### config.mk
export PLATFORM = sky130hd
export DESIGN_NAME = nibble_alu_flag_logic
export DESIGN_NICKNAME = d
export VERILOG_FILES = /design/src/nibble_alu_pkg.sv /design/src/nibble_alu_flag_logic.sv /design/src/nibble_alu.sv /design/src/flag_bank.sv
export SDC_FILE = /design/constraint.sdc
export NUM_CORES = 1
export LEC_CHECK = 0
export BUFFER_PORTS_ARGS = -buffer_cell sky130_fd_sc_hd__buf_2
export CAP_MARGIN = 20
export CORE_ASPECT_RATIO = 2
export CORE_MARGIN = 5
export CORE_UTILIZATION = 50
export DETAILED_ROUTE_END_ITERATION = 8
export PLACE_DENSITY = 0.75
export REMOVE_ABC_BUFFERS = 1
export SKIP_LAST_GASP = 1
export SLEW_MARGIN = 0
export SYNTH_ARGS = -nofsm -noshare
export SYNTH_HDL_FRONTEND = slang
export SYNTH_SLANG_ARGS = --single-unit
### constraint.sdc
create_clock -name pclk -period 3.7 [get_ports pclk]
set_input_delay 0.37 -clock pclk [delete_from_list [all_inputs] [get_ports pclk]]
set_output_delay 0.37 -clock pclk [all_outputs]
set_load 0.02 [all_outputs]
### src/nibble_alu_pkg.sv
// Constants and types shared by the nibble ALU flag block.
// Assumes a single pclk domain and an APB slave front end.
`default_nettype none

package nibble_alu_pkg;

    localparam int ADDR_W = 8;
    localparam int DATA_W = 32;

    // Byte addresses of the APB registers
    localparam logic [7:0] ACC_OFFSET = 8'h00;
    localparam logic [7:0] OPERAND_OFFSET = 8'h04;
    localparam logic [7:0] INSTR_OFFSET = 8'h08;
    localparam logic [7:0] FLAGS_OFFSET = 8'h0C;
    localparam logic [7:0] STATUS_OFFSET = 8'h10;
    localparam logic [7:0] RESULT_OFFSET = 8'h14;

    // Field positions
    localparam int INSTR_BUSY_BIT = 4;
    localparam int STATUS_TAKEN_BIT = 0;

    // Reset values
    localparam logic [3:0] ACC_RESET = 4'h0;
    localparam logic [3:0] OPERAND_RESET = 4'h0;
    localparam logic BRANCH_COND_RESET = 1'b1;

    // One instruction cycle: four states of two clocks each
    localparam int STATES_PER_CYCLE = 4;
    localparam int CLOCKS_PER_STATE = 2;
    localparam int EXEC_CYCLES = STATES_PER_CYCLE * CLOCKS_PER_STATE;
    localparam logic [3:0] EXEC_LAST = 4'(EXEC_CYCLES - 1);

    typedef enum logic [3:0] {
        OP_NOP = 4'h0,
        OP_ADD_WITH_CARRY = 4'h1,
        OP_REVERSE_SUBTRACT_WITH_CARRY = 4'h2,
        OP_COMPARE_REVERSE = 4'h3,
        OP_ROTATE_LEFT_CARRY = 4'h4,
        OP_ROTATE_RIGHT_CARRY = 4'h5,
        OP_TEST_CARRY_TRUE = 4'h6,
        OP_TEST_CARRY_INVERTED = 4'h7,
        OP_ADD = 4'h8,
        OP_AND = 4'h9,
        OP_LOAD_ACC = 4'hA,
        OP_INPUT = 4'hB,
        OP_SET_GENERAL = 4'hC,
        OP_CLEAR_GENERAL = 4'hD,
        OP_TEST_GENERAL = 4'hE,
        OP_BRANCH = 4'hF
    } opcode_t;

    typedef enum logic [2:0] {
        FN_ADD = 3'h0,
        FN_RSUB = 3'h1,
        FN_AND = 3'h2,
        FN_PASS_B = 3'h3,
        FN_ROL = 3'h4,
        FN_ROR = 3'h5
    } alu_fn_t;

    typedef enum logic {
        ST_IDLE = 1'b0,
        ST_EXEC = 1'b1
    } ctl_state_t;

    typedef struct packed {
        logic general_flag;
        logic branch_condition_flag;
        logic zero_flag;
        logic carry_flag;
    } flags_t;

    typedef struct packed {
        logic [3:0] result;
        logic carry_out;
        logic zero_out;
    } alu_out_t;

endpackage : nibble_alu_pkg

`default_nettype wire

### src/nibble_alu_flag_logic.sv
// Flag logic around a nibble ALU, reached over an APB slave port.
// Assumes pclk at 50 MHz, presetn asynchronous active low,
// and in_port as an asynchronous 4-bit input pin group.
//
// What this block does
// - ALU works on 4-bit operands, returns result, carry out, zero.
// - Add and reverse subtract with carry use and store carry_flag.
// - Compare stores ALU carry out, meaning no borrow, in carry_flag.
// - Rotates move old carry in and the shifted-out bit to carry.
// - Test carry true copies carry to branch flag, then sets carry.
// - Test carry inverted copies inverted carry, then clears carry.
// - Zero flag loads ALU zero on operate, rotate, input, load.
// - Branch is taken only while branch_condition_flag is one.
// - Branch flag rests at one so branches are unconditional.
// - Reset sets branch flag, leaves carry, zero, general alone.
// - General flag is set, cleared or tested by instructions only.
`default_nettype none
`timescale 1ns/100ps

module nibble_alu_flag_logic
    import nibble_alu_pkg::*;
(
    input wire logic pclk,
    input wire logic presetn,
    input wire logic psel,
    input wire logic penable,
    input wire logic pwrite,
    input wire logic [nibble_alu_pkg::ADDR_W-1:0] paddr,
    input wire logic [nibble_alu_pkg::DATA_W-1:0] pwdata,
    output logic [nibble_alu_pkg::DATA_W-1:0] prdata,
    output logic pready,
    output logic pslverr,
    input wire logic [3:0] in_port,
    output logic branch_take
);

    import nibble_alu_pkg::*;

    typedef struct packed {
        ctl_state_t state;
        logic [3:0] cnt;
        logic [3:0] acc;
        logic [3:0] operand;
        opcode_t opcode;
        logic [3:0] result;
        logic taken;
        logic take_pulse;
        logic ack;
        logic err;
        logic [DATA_W-1:0] rdata;
        logic [3:0] in_meta;
        logic [3:0] in_sync;
    } state_t;

    state_t st_reg;
    state_t st_next;

    flags_t flags;
    flags_t flags_next;
    alu_out_t alu_o;
    alu_fn_t alu_fn;
    logic [3:0] alu_b;
    logic alu_cin;
    logic commit;
    logic access;
    logic [DATA_W-1:0] read_word;
    logic read_err;

    ////////////////////////////////////////////////////////////////////
    // Datapath pieces

    nibble_alu u_alu (
        .fn(alu_fn),
        .a(st_reg.acc),
        .b(alu_b),
        .cin(alu_cin),
        .alu_o(alu_o)
    );

    flag_bank u_flags (
        .pclk(pclk),
        .presetn(presetn),
        .commit(commit),
        .flags_next(flags_next),
        .flags(flags)
    );

    assign access = psel && penable;
    // Flags change only on the last execute cycle; the accumulator also changes on an APB write
    assign commit = (st_reg.state == ST_EXEC) && (st_reg.cnt == 4'h0);

    assign prdata = st_reg.rdata;
    assign pready = st_reg.ack;
    assign pslverr = st_reg.ack && st_reg.err;
    assign branch_take = st_reg.take_pulse;

    ////////////////////////////////////////////////////////////////////
    // Instruction to ALU function

    always_comb begin
        alu_fn = FN_PASS_B;
        alu_b = st_reg.operand;
        alu_cin = 1'b0;
        unique case (st_reg.opcode)
            OP_ADD_WITH_CARRY: begin
                alu_fn = FN_ADD;
                alu_cin = flags.carry_flag;
            end
            OP_REVERSE_SUBTRACT_WITH_CARRY: begin
                alu_fn = FN_RSUB;
                alu_cin = flags.carry_flag;
            end
            OP_COMPARE_REVERSE: begin
                // Plain compare: no incoming borrow
                alu_fn = FN_RSUB;
                alu_cin = 1'b1;
            end
            OP_ROTATE_LEFT_CARRY: begin
                alu_fn = FN_ROL;
                alu_cin = flags.carry_flag;
            end
            OP_ROTATE_RIGHT_CARRY: begin
                alu_fn = FN_ROR;
                alu_cin = flags.carry_flag;
            end
            OP_ADD: alu_fn = FN_ADD;
            OP_AND: alu_fn = FN_AND;
            OP_INPUT: alu_b = st_reg.in_sync;
            OP_NOP, OP_TEST_CARRY_TRUE, OP_TEST_CARRY_INVERTED,
            OP_LOAD_ACC, OP_SET_GENERAL, OP_CLEAR_GENERAL,
            OP_TEST_GENERAL, OP_BRANCH: alu_fn = FN_PASS_B;
        endcase
    end

    ////////////////////////////////////////////////////////////////////
    // Flag update per instruction; anything not named holds

    always_comb begin
        flags_next = flags;
        unique case (st_reg.opcode)
            OP_ADD_WITH_CARRY, OP_REVERSE_SUBTRACT_WITH_CARRY: begin
                flags_next.carry_flag = alu_o.carry_out;
                flags_next.zero_flag = alu_o.zero_out;
            end
            OP_COMPARE_REVERSE: begin
                flags_next.carry_flag = alu_o.carry_out;
                flags_next.zero_flag = alu_o.zero_out;
            end
            OP_ROTATE_LEFT_CARRY, OP_ROTATE_RIGHT_CARRY: begin
                flags_next.carry_flag = alu_o.carry_out;
                flags_next.zero_flag = alu_o.zero_out;
            end
            OP_TEST_CARRY_TRUE: begin
                flags_next.branch_condition_flag = flags.carry_flag;
                flags_next.carry_flag = 1'b1;
            end
            OP_TEST_CARRY_INVERTED: begin
                flags_next.branch_condition_flag = ~flags.carry_flag;
                flags_next.carry_flag = 1'b0;
            end
            OP_ADD, OP_AND, OP_LOAD_ACC, OP_INPUT:
                flags_next.zero_flag = alu_o.zero_out;
            OP_SET_GENERAL: flags_next.general_flag = 1'b1;
            OP_CLEAR_GENERAL: flags_next.general_flag = 1'b0;
            OP_TEST_GENERAL:
                flags_next.branch_condition_flag = flags.general_flag;
            OP_NOP, OP_BRANCH: flags_next = flags;
        endcase
    end

    ////////////////////////////////////////////////////////////////////
    // Register read mux

    always_comb begin
        read_word = '0;
        read_err = 1'b0;
        unique case (paddr)
            ACC_OFFSET: read_word[3:0] = st_reg.acc;
            OPERAND_OFFSET: read_word[3:0] = st_reg.operand;
            INSTR_OFFSET: begin
                read_word[3:0] = st_reg.opcode;
                read_word[INSTR_BUSY_BIT] = (st_reg.state == ST_EXEC);
            end
            FLAGS_OFFSET: read_word[3:0] = flags;
            STATUS_OFFSET: read_word[STATUS_TAKEN_BIT] = st_reg.taken;
            RESULT_OFFSET: read_word[3:0] = st_reg.result;
            default: read_err = 1'b1;
        endcase
    end

    ////////////////////////////////////////////////////////////////////
    // Bus handshake and instruction sequencing

    always_comb begin
        st_next = st_reg;
        st_next.in_meta = in_port;
        st_next.in_sync = st_reg.in_meta;
        st_next.take_pulse = 1'b0;
        // Answer one cycle after the access phase starts, never while
        // an instruction runs: the bus stalls instead of racing it.
        if (access && !st_reg.ack && st_reg.state == ST_IDLE) begin
            st_next.ack = 1'b1;
            st_next.err = read_err;
            st_next.rdata = pwrite ? '0 : read_word;
        end
        if (access && st_reg.ack) begin
            st_next.ack = 1'b0;
            st_next.err = 1'b0;
            if (pwrite && !st_reg.err) begin
                unique case (paddr)
                    ACC_OFFSET: st_next.acc = pwdata[3:0];
                    OPERAND_OFFSET: st_next.operand = pwdata[3:0];
                    INSTR_OFFSET: begin
                        st_next.opcode = opcode_t'(pwdata[3:0]);
                        st_next.state = ST_EXEC;
                        st_next.cnt = EXEC_LAST;
                    end
                    default: st_next.ack = 1'b0;
                endcase
            end
        end
        unique case (st_reg.state)
            ST_IDLE: st_next.cnt = st_next.cnt;
            ST_EXEC: begin
                if (st_reg.cnt != 4'h0) begin
                    st_next.cnt = st_reg.cnt - 4'h1;
                end else begin
                    st_next.state = ST_IDLE;
                    unique case (st_reg.opcode)
                        OP_ADD_WITH_CARRY, OP_REVERSE_SUBTRACT_WITH_CARRY,
                        OP_ROTATE_LEFT_CARRY, OP_ROTATE_RIGHT_CARRY,
                        OP_ADD, OP_AND, OP_LOAD_ACC, OP_INPUT: begin
                            st_next.acc = alu_o.result;
                            st_next.result = alu_o.result;
                        end
                        OP_COMPARE_REVERSE:
                            // Compare keeps the accumulator
                            st_next.result = alu_o.result;
                        OP_BRANCH: begin
                            st_next.taken = flags.branch_condition_flag;
                            st_next.take_pulse = flags.branch_condition_flag;
                        end
                        OP_NOP, OP_TEST_CARRY_TRUE, OP_TEST_CARRY_INVERTED,
                        OP_SET_GENERAL, OP_CLEAR_GENERAL,
                        OP_TEST_GENERAL: st_next.result = st_reg.result;
                    endcase
                end
            end
        endcase
    end

    always_ff @(posedge pclk or negedge presetn) begin
        if (!presetn) begin
            st_reg <= '{
                state: ST_IDLE,
                cnt: 4'h0,
                acc: ACC_RESET,
                operand: OPERAND_RESET,
                opcode: OP_NOP,
                result: 4'h0,
                taken: 1'b0,
                take_pulse: 1'b0,
                ack: 1'b0,
                err: 1'b0,
                rdata: '0,
                in_meta: 4'h0,
                in_sync: 4'h0
            };
        end else begin
            st_reg <= st_next;
        end
    end

    logic is_exec;
    assign is_exec = (st_reg.state == ST_EXEC);
endmodule : nibble_alu_flag_logic

`default_nettype wire

### src/nibble_alu.sv
// Combinational 4-bit ALU: result, carry out and zero indication.
// Assumes operands and carry in are held stable by the caller.
`default_nettype none
`timescale 1ns/100ps

module nibble_alu
    import nibble_alu_pkg::*;
(
    input wire nibble_alu_pkg::alu_fn_t fn,
    input wire logic [3:0] a,
    input wire logic [3:0] b,
    input wire logic cin,
    output nibble_alu_pkg::alu_out_t alu_o
);

    logic [4:0] sum;

    always_comb begin
        sum = 5'h00;
        alu_o.carry_out = 1'b0;
        alu_o.result = 4'h0;
        unique case (fn)
            FN_ADD: begin
                sum = {1'b0, a} + {1'b0, b} + {4'h0, cin};
                alu_o.result = sum[3:0];
                alu_o.carry_out = sum[4];
            end
            FN_RSUB: begin
                // Carry out set means no borrow
                sum = {1'b0, b} + {1'b0, ~a} + {4'h0, cin};
                alu_o.result = sum[3:0];
                alu_o.carry_out = sum[4];
            end
            FN_AND: alu_o.result = a & b;
            FN_PASS_B: alu_o.result = b;
            FN_ROL: begin
                alu_o.result = {a[2:0], cin};
                alu_o.carry_out = a[3];
            end
            FN_ROR: begin
                alu_o.result = {cin, a[3:1]};
                alu_o.carry_out = a[0];
            end
            default: alu_o.result = 4'h0;
        endcase
        alu_o.zero_out = (alu_o.result == 4'h0);
    end

endmodule : nibble_alu

`default_nettype wire

### src/flag_bank.sv
// The four CPU flags, loaded together at the end of an instruction.
// Assumes the caller supplies the held value for every unaffected flag.
`default_nettype none
`timescale 1ns/100ps

module flag_bank
    import nibble_alu_pkg::*;
(
    input wire logic pclk,
    input wire logic presetn,
    input wire logic commit,
    input wire nibble_alu_pkg::flags_t flags_next,
    output nibble_alu_pkg::flags_t flags
);

    // Split storage: one driver per flop group
    logic [2:0] held_reg;
    logic branch_reg;

    // General, branch, zero, carry from the high bit down
    assign flags = {held_reg[2], branch_reg, held_reg[1:0]};

    // Carry, zero and general flags keep their value across reset,
    // so they sit in flops with no reset at all.
    always_ff @(posedge pclk) begin
        if (commit) begin
            held_reg <= {flags_next.general_flag, flags_next.zero_flag,
                flags_next.carry_flag};
        end
    end

    always_ff @(posedge pclk or negedge presetn) begin
        if (!presetn) begin
            branch_reg <= BRANCH_COND_RESET;
        end else if (commit) begin
            branch_reg <= flags_next.branch_condition_flag;
        end
    end

endmodule : flag_bank

`default_nettype wire

==> tab_implementation.tex <==
\begin{tabular}{lr}
\hline
Metric & Value \\
\hline
\multicolumn{2}{l}{\textbf{Layout}} \\
\quad Fillers & 514 \\
\quad Synth-to-Final Area Change & 7.03\% \\
\quad Number of flip-flops under the largest register name & 26 \\
\quad Post-route core utilization & 54.7\% \\
\quad Final instance count without filler cells & 385 \\
\quad Layout net count & 384 \\
\quad ANT cells & 0 \\
\quad Area of all placed cells without fillers & 0.00312 mm² \\
\quad Share of layout cells above drive strength 1 & 24.1\% \\
\multicolumn{2}{l}{\textbf{Timing}} \\
\quad Peak clock frequency supported by timing & 0.292 GHz \\
\quad Fraction of the cycle the final worst path needs & 92.6\% \\
\quad Worst relative slew slack & 41.7\% \\
\quad Clock period minus worst slack & 3.43 ns \\
\quad RSZ-0062 raised after global routing & no \\
\quad Aggregate negative setup slack & 0 ns \\
\quad Final clock skew & 0.0103 ns \\
\quad Number of max-slew violations in the final report & 0 \\
\quad Total count of hold-check failures in the final report & 0 \\
\quad Transition time at the pin with the least slew margin & 0.875 ns \\
\quad Setup-violating endpoint count in the final report & 0 \\
\multicolumn{2}{l}{\textbf{Global routing}} \\
\quad Via count of the first global-routing pass & 2,191 \\
\quad Global-route wire length before repair & 10,500 µm \\
\quad Number of antenna violations at the first check in global routing & 0 \\
\quad Overall overflow remaining after global route & 0 \\
\quad GRT Util Overall & 17.7\% \\
\quad Pin count of the biggest net entering global routing & 40 \\
\multicolumn{2}{l}{\textbf{Clocking}} \\
\quad H-tree levels & 2 \\
\quad CTS tree & yes \\
\quad Clock latency reported for the late side of the worst-skew pair & 0.29 ns \\
\quad TritonCTS sink count & 42 \\
\quad Clock slew seen by the registers of the worst setup and hold paths & 0.07 ns \\
\quad Number of setup buffers added after CTS & 0 \\
\quad Clock tree root buffer cell & clkbuf\_16 \\
\quad Worst-case clock buffer depth & 2 \\
\quad CTS Hold Bufs & 0 \\
\quad Count of cells resized by post-cts repair & 0 \\
\quad TritonCTS buffer count & 5 \\
\multicolumn{2}{l}{\textbf{Pwr}} \\
\quad Pwr/cell area & 325 mW/mm² \\
\quad Total power & 1.01 mW \\
\quad Pleak & 1.50 nW \\
\quad Maximum resistive drop on vdd & 0.447 mV \\
\multicolumn{2}{l}{\textbf{Logic synthesis}} \\
\quad Synth Cell Area & 0.00292 mm² \\
\quad Number of enable flip-flop cells after synthesis & 3 \\
\quad Mean post-synth cell area & 9.69 µm² \\
\quad Number of warnings reported in the yosys synthesis log & 0 \\
\quad Sequential cell area fraction in the yosys report & 36.6\% \\
\quad Library cells used by synthesis & 53 \\
\quad Most instantiated flip-flop cell in the synthesis netlist & dfrtp\_1 \\
\quad Number of standard cells after synthesis & 301 \\
\quad Share of async-settable or async-resettable flops after synthesis & 92.9\% \\
\quad Count of state elements after synthesis & 42 \\
\multicolumn{2}{l}{\textbf{Route}} \\
\quad Detail-routed via count per cell & 5.77 \\
\quad DRC violations left & 0 \\
\quad Routed wire length & 6580 µm \\
\quad Wire length per cell after detailed routing & 17.1 µm \\
\quad DRT iter0 DRCs & 110 \\
\quad Vias after detailed routing & 2,221 \\
\quad Final ANT Viol Nets & 0 \\
\quad TritonRoute pass-1 iters & 5 \\
\multicolumn{2}{l}{\textbf{Worst setup path}} \\
\quad Critical R2R Capture & u\_flags.held\_reg[1] \\
\quad Max incr delay on CP & 0.52 ns \\
\quad Critical path data arrival time & 3.55 ns \\
\quad Cell family with the largest share of critical-path delay & simple AND/OR/NAND/NOR gates \\
\quad R2r startpoint & st\_reg[50] \\
\quad Sort of element at the start of the critical path & flip-flop \\
\quad Worst-case register-to-register setup slack & 0.27 ns \\
\quad Sort of element at the end of the critical path & flip-flop \\
\quad Count of buffer and inverter cells on the critical path & 2 \\
\quad CP cell instances & buf\_4 > nand4b\_1 > mux2\_2 > inv\_1 > fa\_1 > fa\_1 > nor3\_1 > a21oi\_1 > nor2b\_1 > or4\_4 > nor4\_2 \\
\quad Critical path start-end classification & reg2reg \\
\quad Cell type of the slowest stage on the worst timing path & or4\_4 \\
\quad Length in cells of the worst reg-to-reg path & 11 \\
\quad Most prevalent standard cell on the critical path & fa\_1 \\
\quad Required time reported for the critical path endpoint & 3.82 ns \\
\quad Maximum fanout along the worst path & 12 \\
\multicolumn{2}{l}{\textbf{Floorplanning}} \\
\quad Effective utilization at floorplan & 51.1\% \\
\quad Placement row count & 39 \\
\quad Die Wd & 64.0 µm \\
\quad Number of placed I/O pins & 84 \\
\quad Std-Cell Core Area & 0.00571 mm² \\
\quad Die Y-Extent & 118 µm \\
\quad Full die area & 0.00756 mm² \\
\multicolumn{2}{l}{\textbf{Placed design}} \\
\quad Placer congestion estimate & 0.935 \\
\quad Detailed placer's ending HPWL & 5140 µm \\
\quad Area after detailed placement & 0.00298 mm² \\
\quad Number of buffers added on ports & 28 \\
\quad Total placed cells including tap cells & 377 \\
\multicolumn{2}{l}{\textbf{Status}} \\
\quad Result of the run & complete, no violations \\
\multicolumn{2}{l}{\textbf{Job}} \\
\quad Number of max-cap violations & 0 \\
\multicolumn{2}{l}{\textbf{Hold path}} \\
\quad Min-delay worst type & in2reg \\
\quad Number of cells traversed by the worst hold path & 1 \\
\quad Hold Startpoint & in\_port[1] \\
\quad Terminating pin of the worst hold path & st\_next[1] \\
\hline
\end{tabular}
-- cell usage after synthesis, drive strengths merged, types with 2 or more instances --
| cell | n | area (µm²) |
|---|---|---|
| a211oi | 2 | 15.0 |
| a21oi | 16 | 80.1 |
| a22o | 6 | 52.6 |
| a22oi | 3 | 22.5 |
| a31oi | 3 | 18.8 |
| a32oi | 6 | 52.6 |
| and2 | 4 | 25.0 |
| and3b | 2 | 17.5 |
| and4bb | 2 | 25.0 |
| buf | 43 | 302 |
| clkbuf | 5 | 18.8 |
| dfrtp | 38 | 951 |
| edfxtp | 3 | 90.1 |
| fa | 4 | 80.1 |
| ha | 8 | 100 |
| inv | 17 | 63.8 |
| mux2 | 28 | 319 |
| mux2i | 2 | 20.0 |
| nand2 | 16 | 60.1 |
| nand2b | 4 | 25.0 |
| nand3 | 11 | 55.1 |
| nor2 | 10 | 37.5 |
| nor2b | 6 | 37.5 |
| nor3 | 11 | 55.1 |
| nor3b | 5 | 37.5 |
| nor4 | 3 | 25.0 |
| o211ai | 2 | 15.0 |
| o21ai | 15 | 75.1 |
| o21bai | 2 | 15.0 |
| o31ai | 2 | 15.0 |
| or3 | 2 | 12.5 |
| xnor2 | 5 | 43.8 |
-- power breakdown --
group / leakage [nW] / internal, mW / switching [mW]
clock network: 0.0740 / 0.250 / 0.183
registers: 0.537 / 0.475 / 0.00897
logic: 0.891 / 0.0284 / 0.0688
-- layout make-up --
| type | count | area, µm² | area share (%) |
|---|---|---|---|
| multi-input cells | 220 | 1560 | 50.1 |
| flip-flops and latches | 42 | 1070 | 34.2 |
| repair buffers | 37 | 208 | 6.65 |
| clock buffers | 5 | 125 | 4.01 |
| well taps | 61 | 76.3 | 2.44 |
| inverters | 17 | 63.8 | 2.04 |
| clock inverters | 3 | 18.8 | 0.601 |
-- worst max path at each step --
stage | end | start | cells past startpoint
after floorplan | u_flags.held_reg[1] | st_reg[49] | 12
after global placement | u_flags.held_reg[1] | st_reg[50] | 11
after detailed placement | u_flags.held_reg[1] | st_reg[50] | 11
after CTS | u_flags.held_reg[1] | st_reg[50] | 11
after global routing | u_flags.held_reg[1] | st_reg[50] | 11
final | u_flags.held_reg[1] | st_reg[50] | 11
-- per-stage QoR --
step | setup WS, ns | hold slack [ns]
floorplan | 0.154 | 0.0744
global placement | 0.330 | 0.333
CTS | 0.300 | 0.185
global route | 0.184 | 0.183
detailed placement | 0.324 | 0.337
finish | 0.273 | 0.190
-- cell usage in the layout (no fill, tap or decap), types with 5 or more instances in the layout --
cell	count
dfrtp_1	38
buf_2	28
mux2_2	27
conb_1	27
inv_1	17
nand2_1	16
a21oi_1	16
o21ai_0	14
nand3_1	11
nor3_1	11
nor2_1	10
buf_4	9
ha_1	8
nor2b_1	6
a32oi_1	6
a22o_1	6
xnor2_1	5
nor3b_1	5
clkbuf_16	5
-- layer usage --
layer | global-route usage (%) | up-vias | share of wire (%)
li1 | - | 1057 | -
met2 | 30.5 | 85 | 53
met3 | 3.44 | 24 | 5.6
met1 | 18.5 | 1055 | 36
met4 | 12.1 | 0 | 5.6
met5 | 0 | - | 0
-- cells by family after synthesis --
kind of cell               synth area share, %
DFF                                       36.6
other                                    0.129
buffers and inverters                     13.2
muxes                                     12.4
AOI/OAI and AO/OA                         14.7
and+or+nand+nor                           15.1
xor gates and xnor gates                  1.80
adders and majority gates                 6.18
Power figures use the tool's default switching activity.
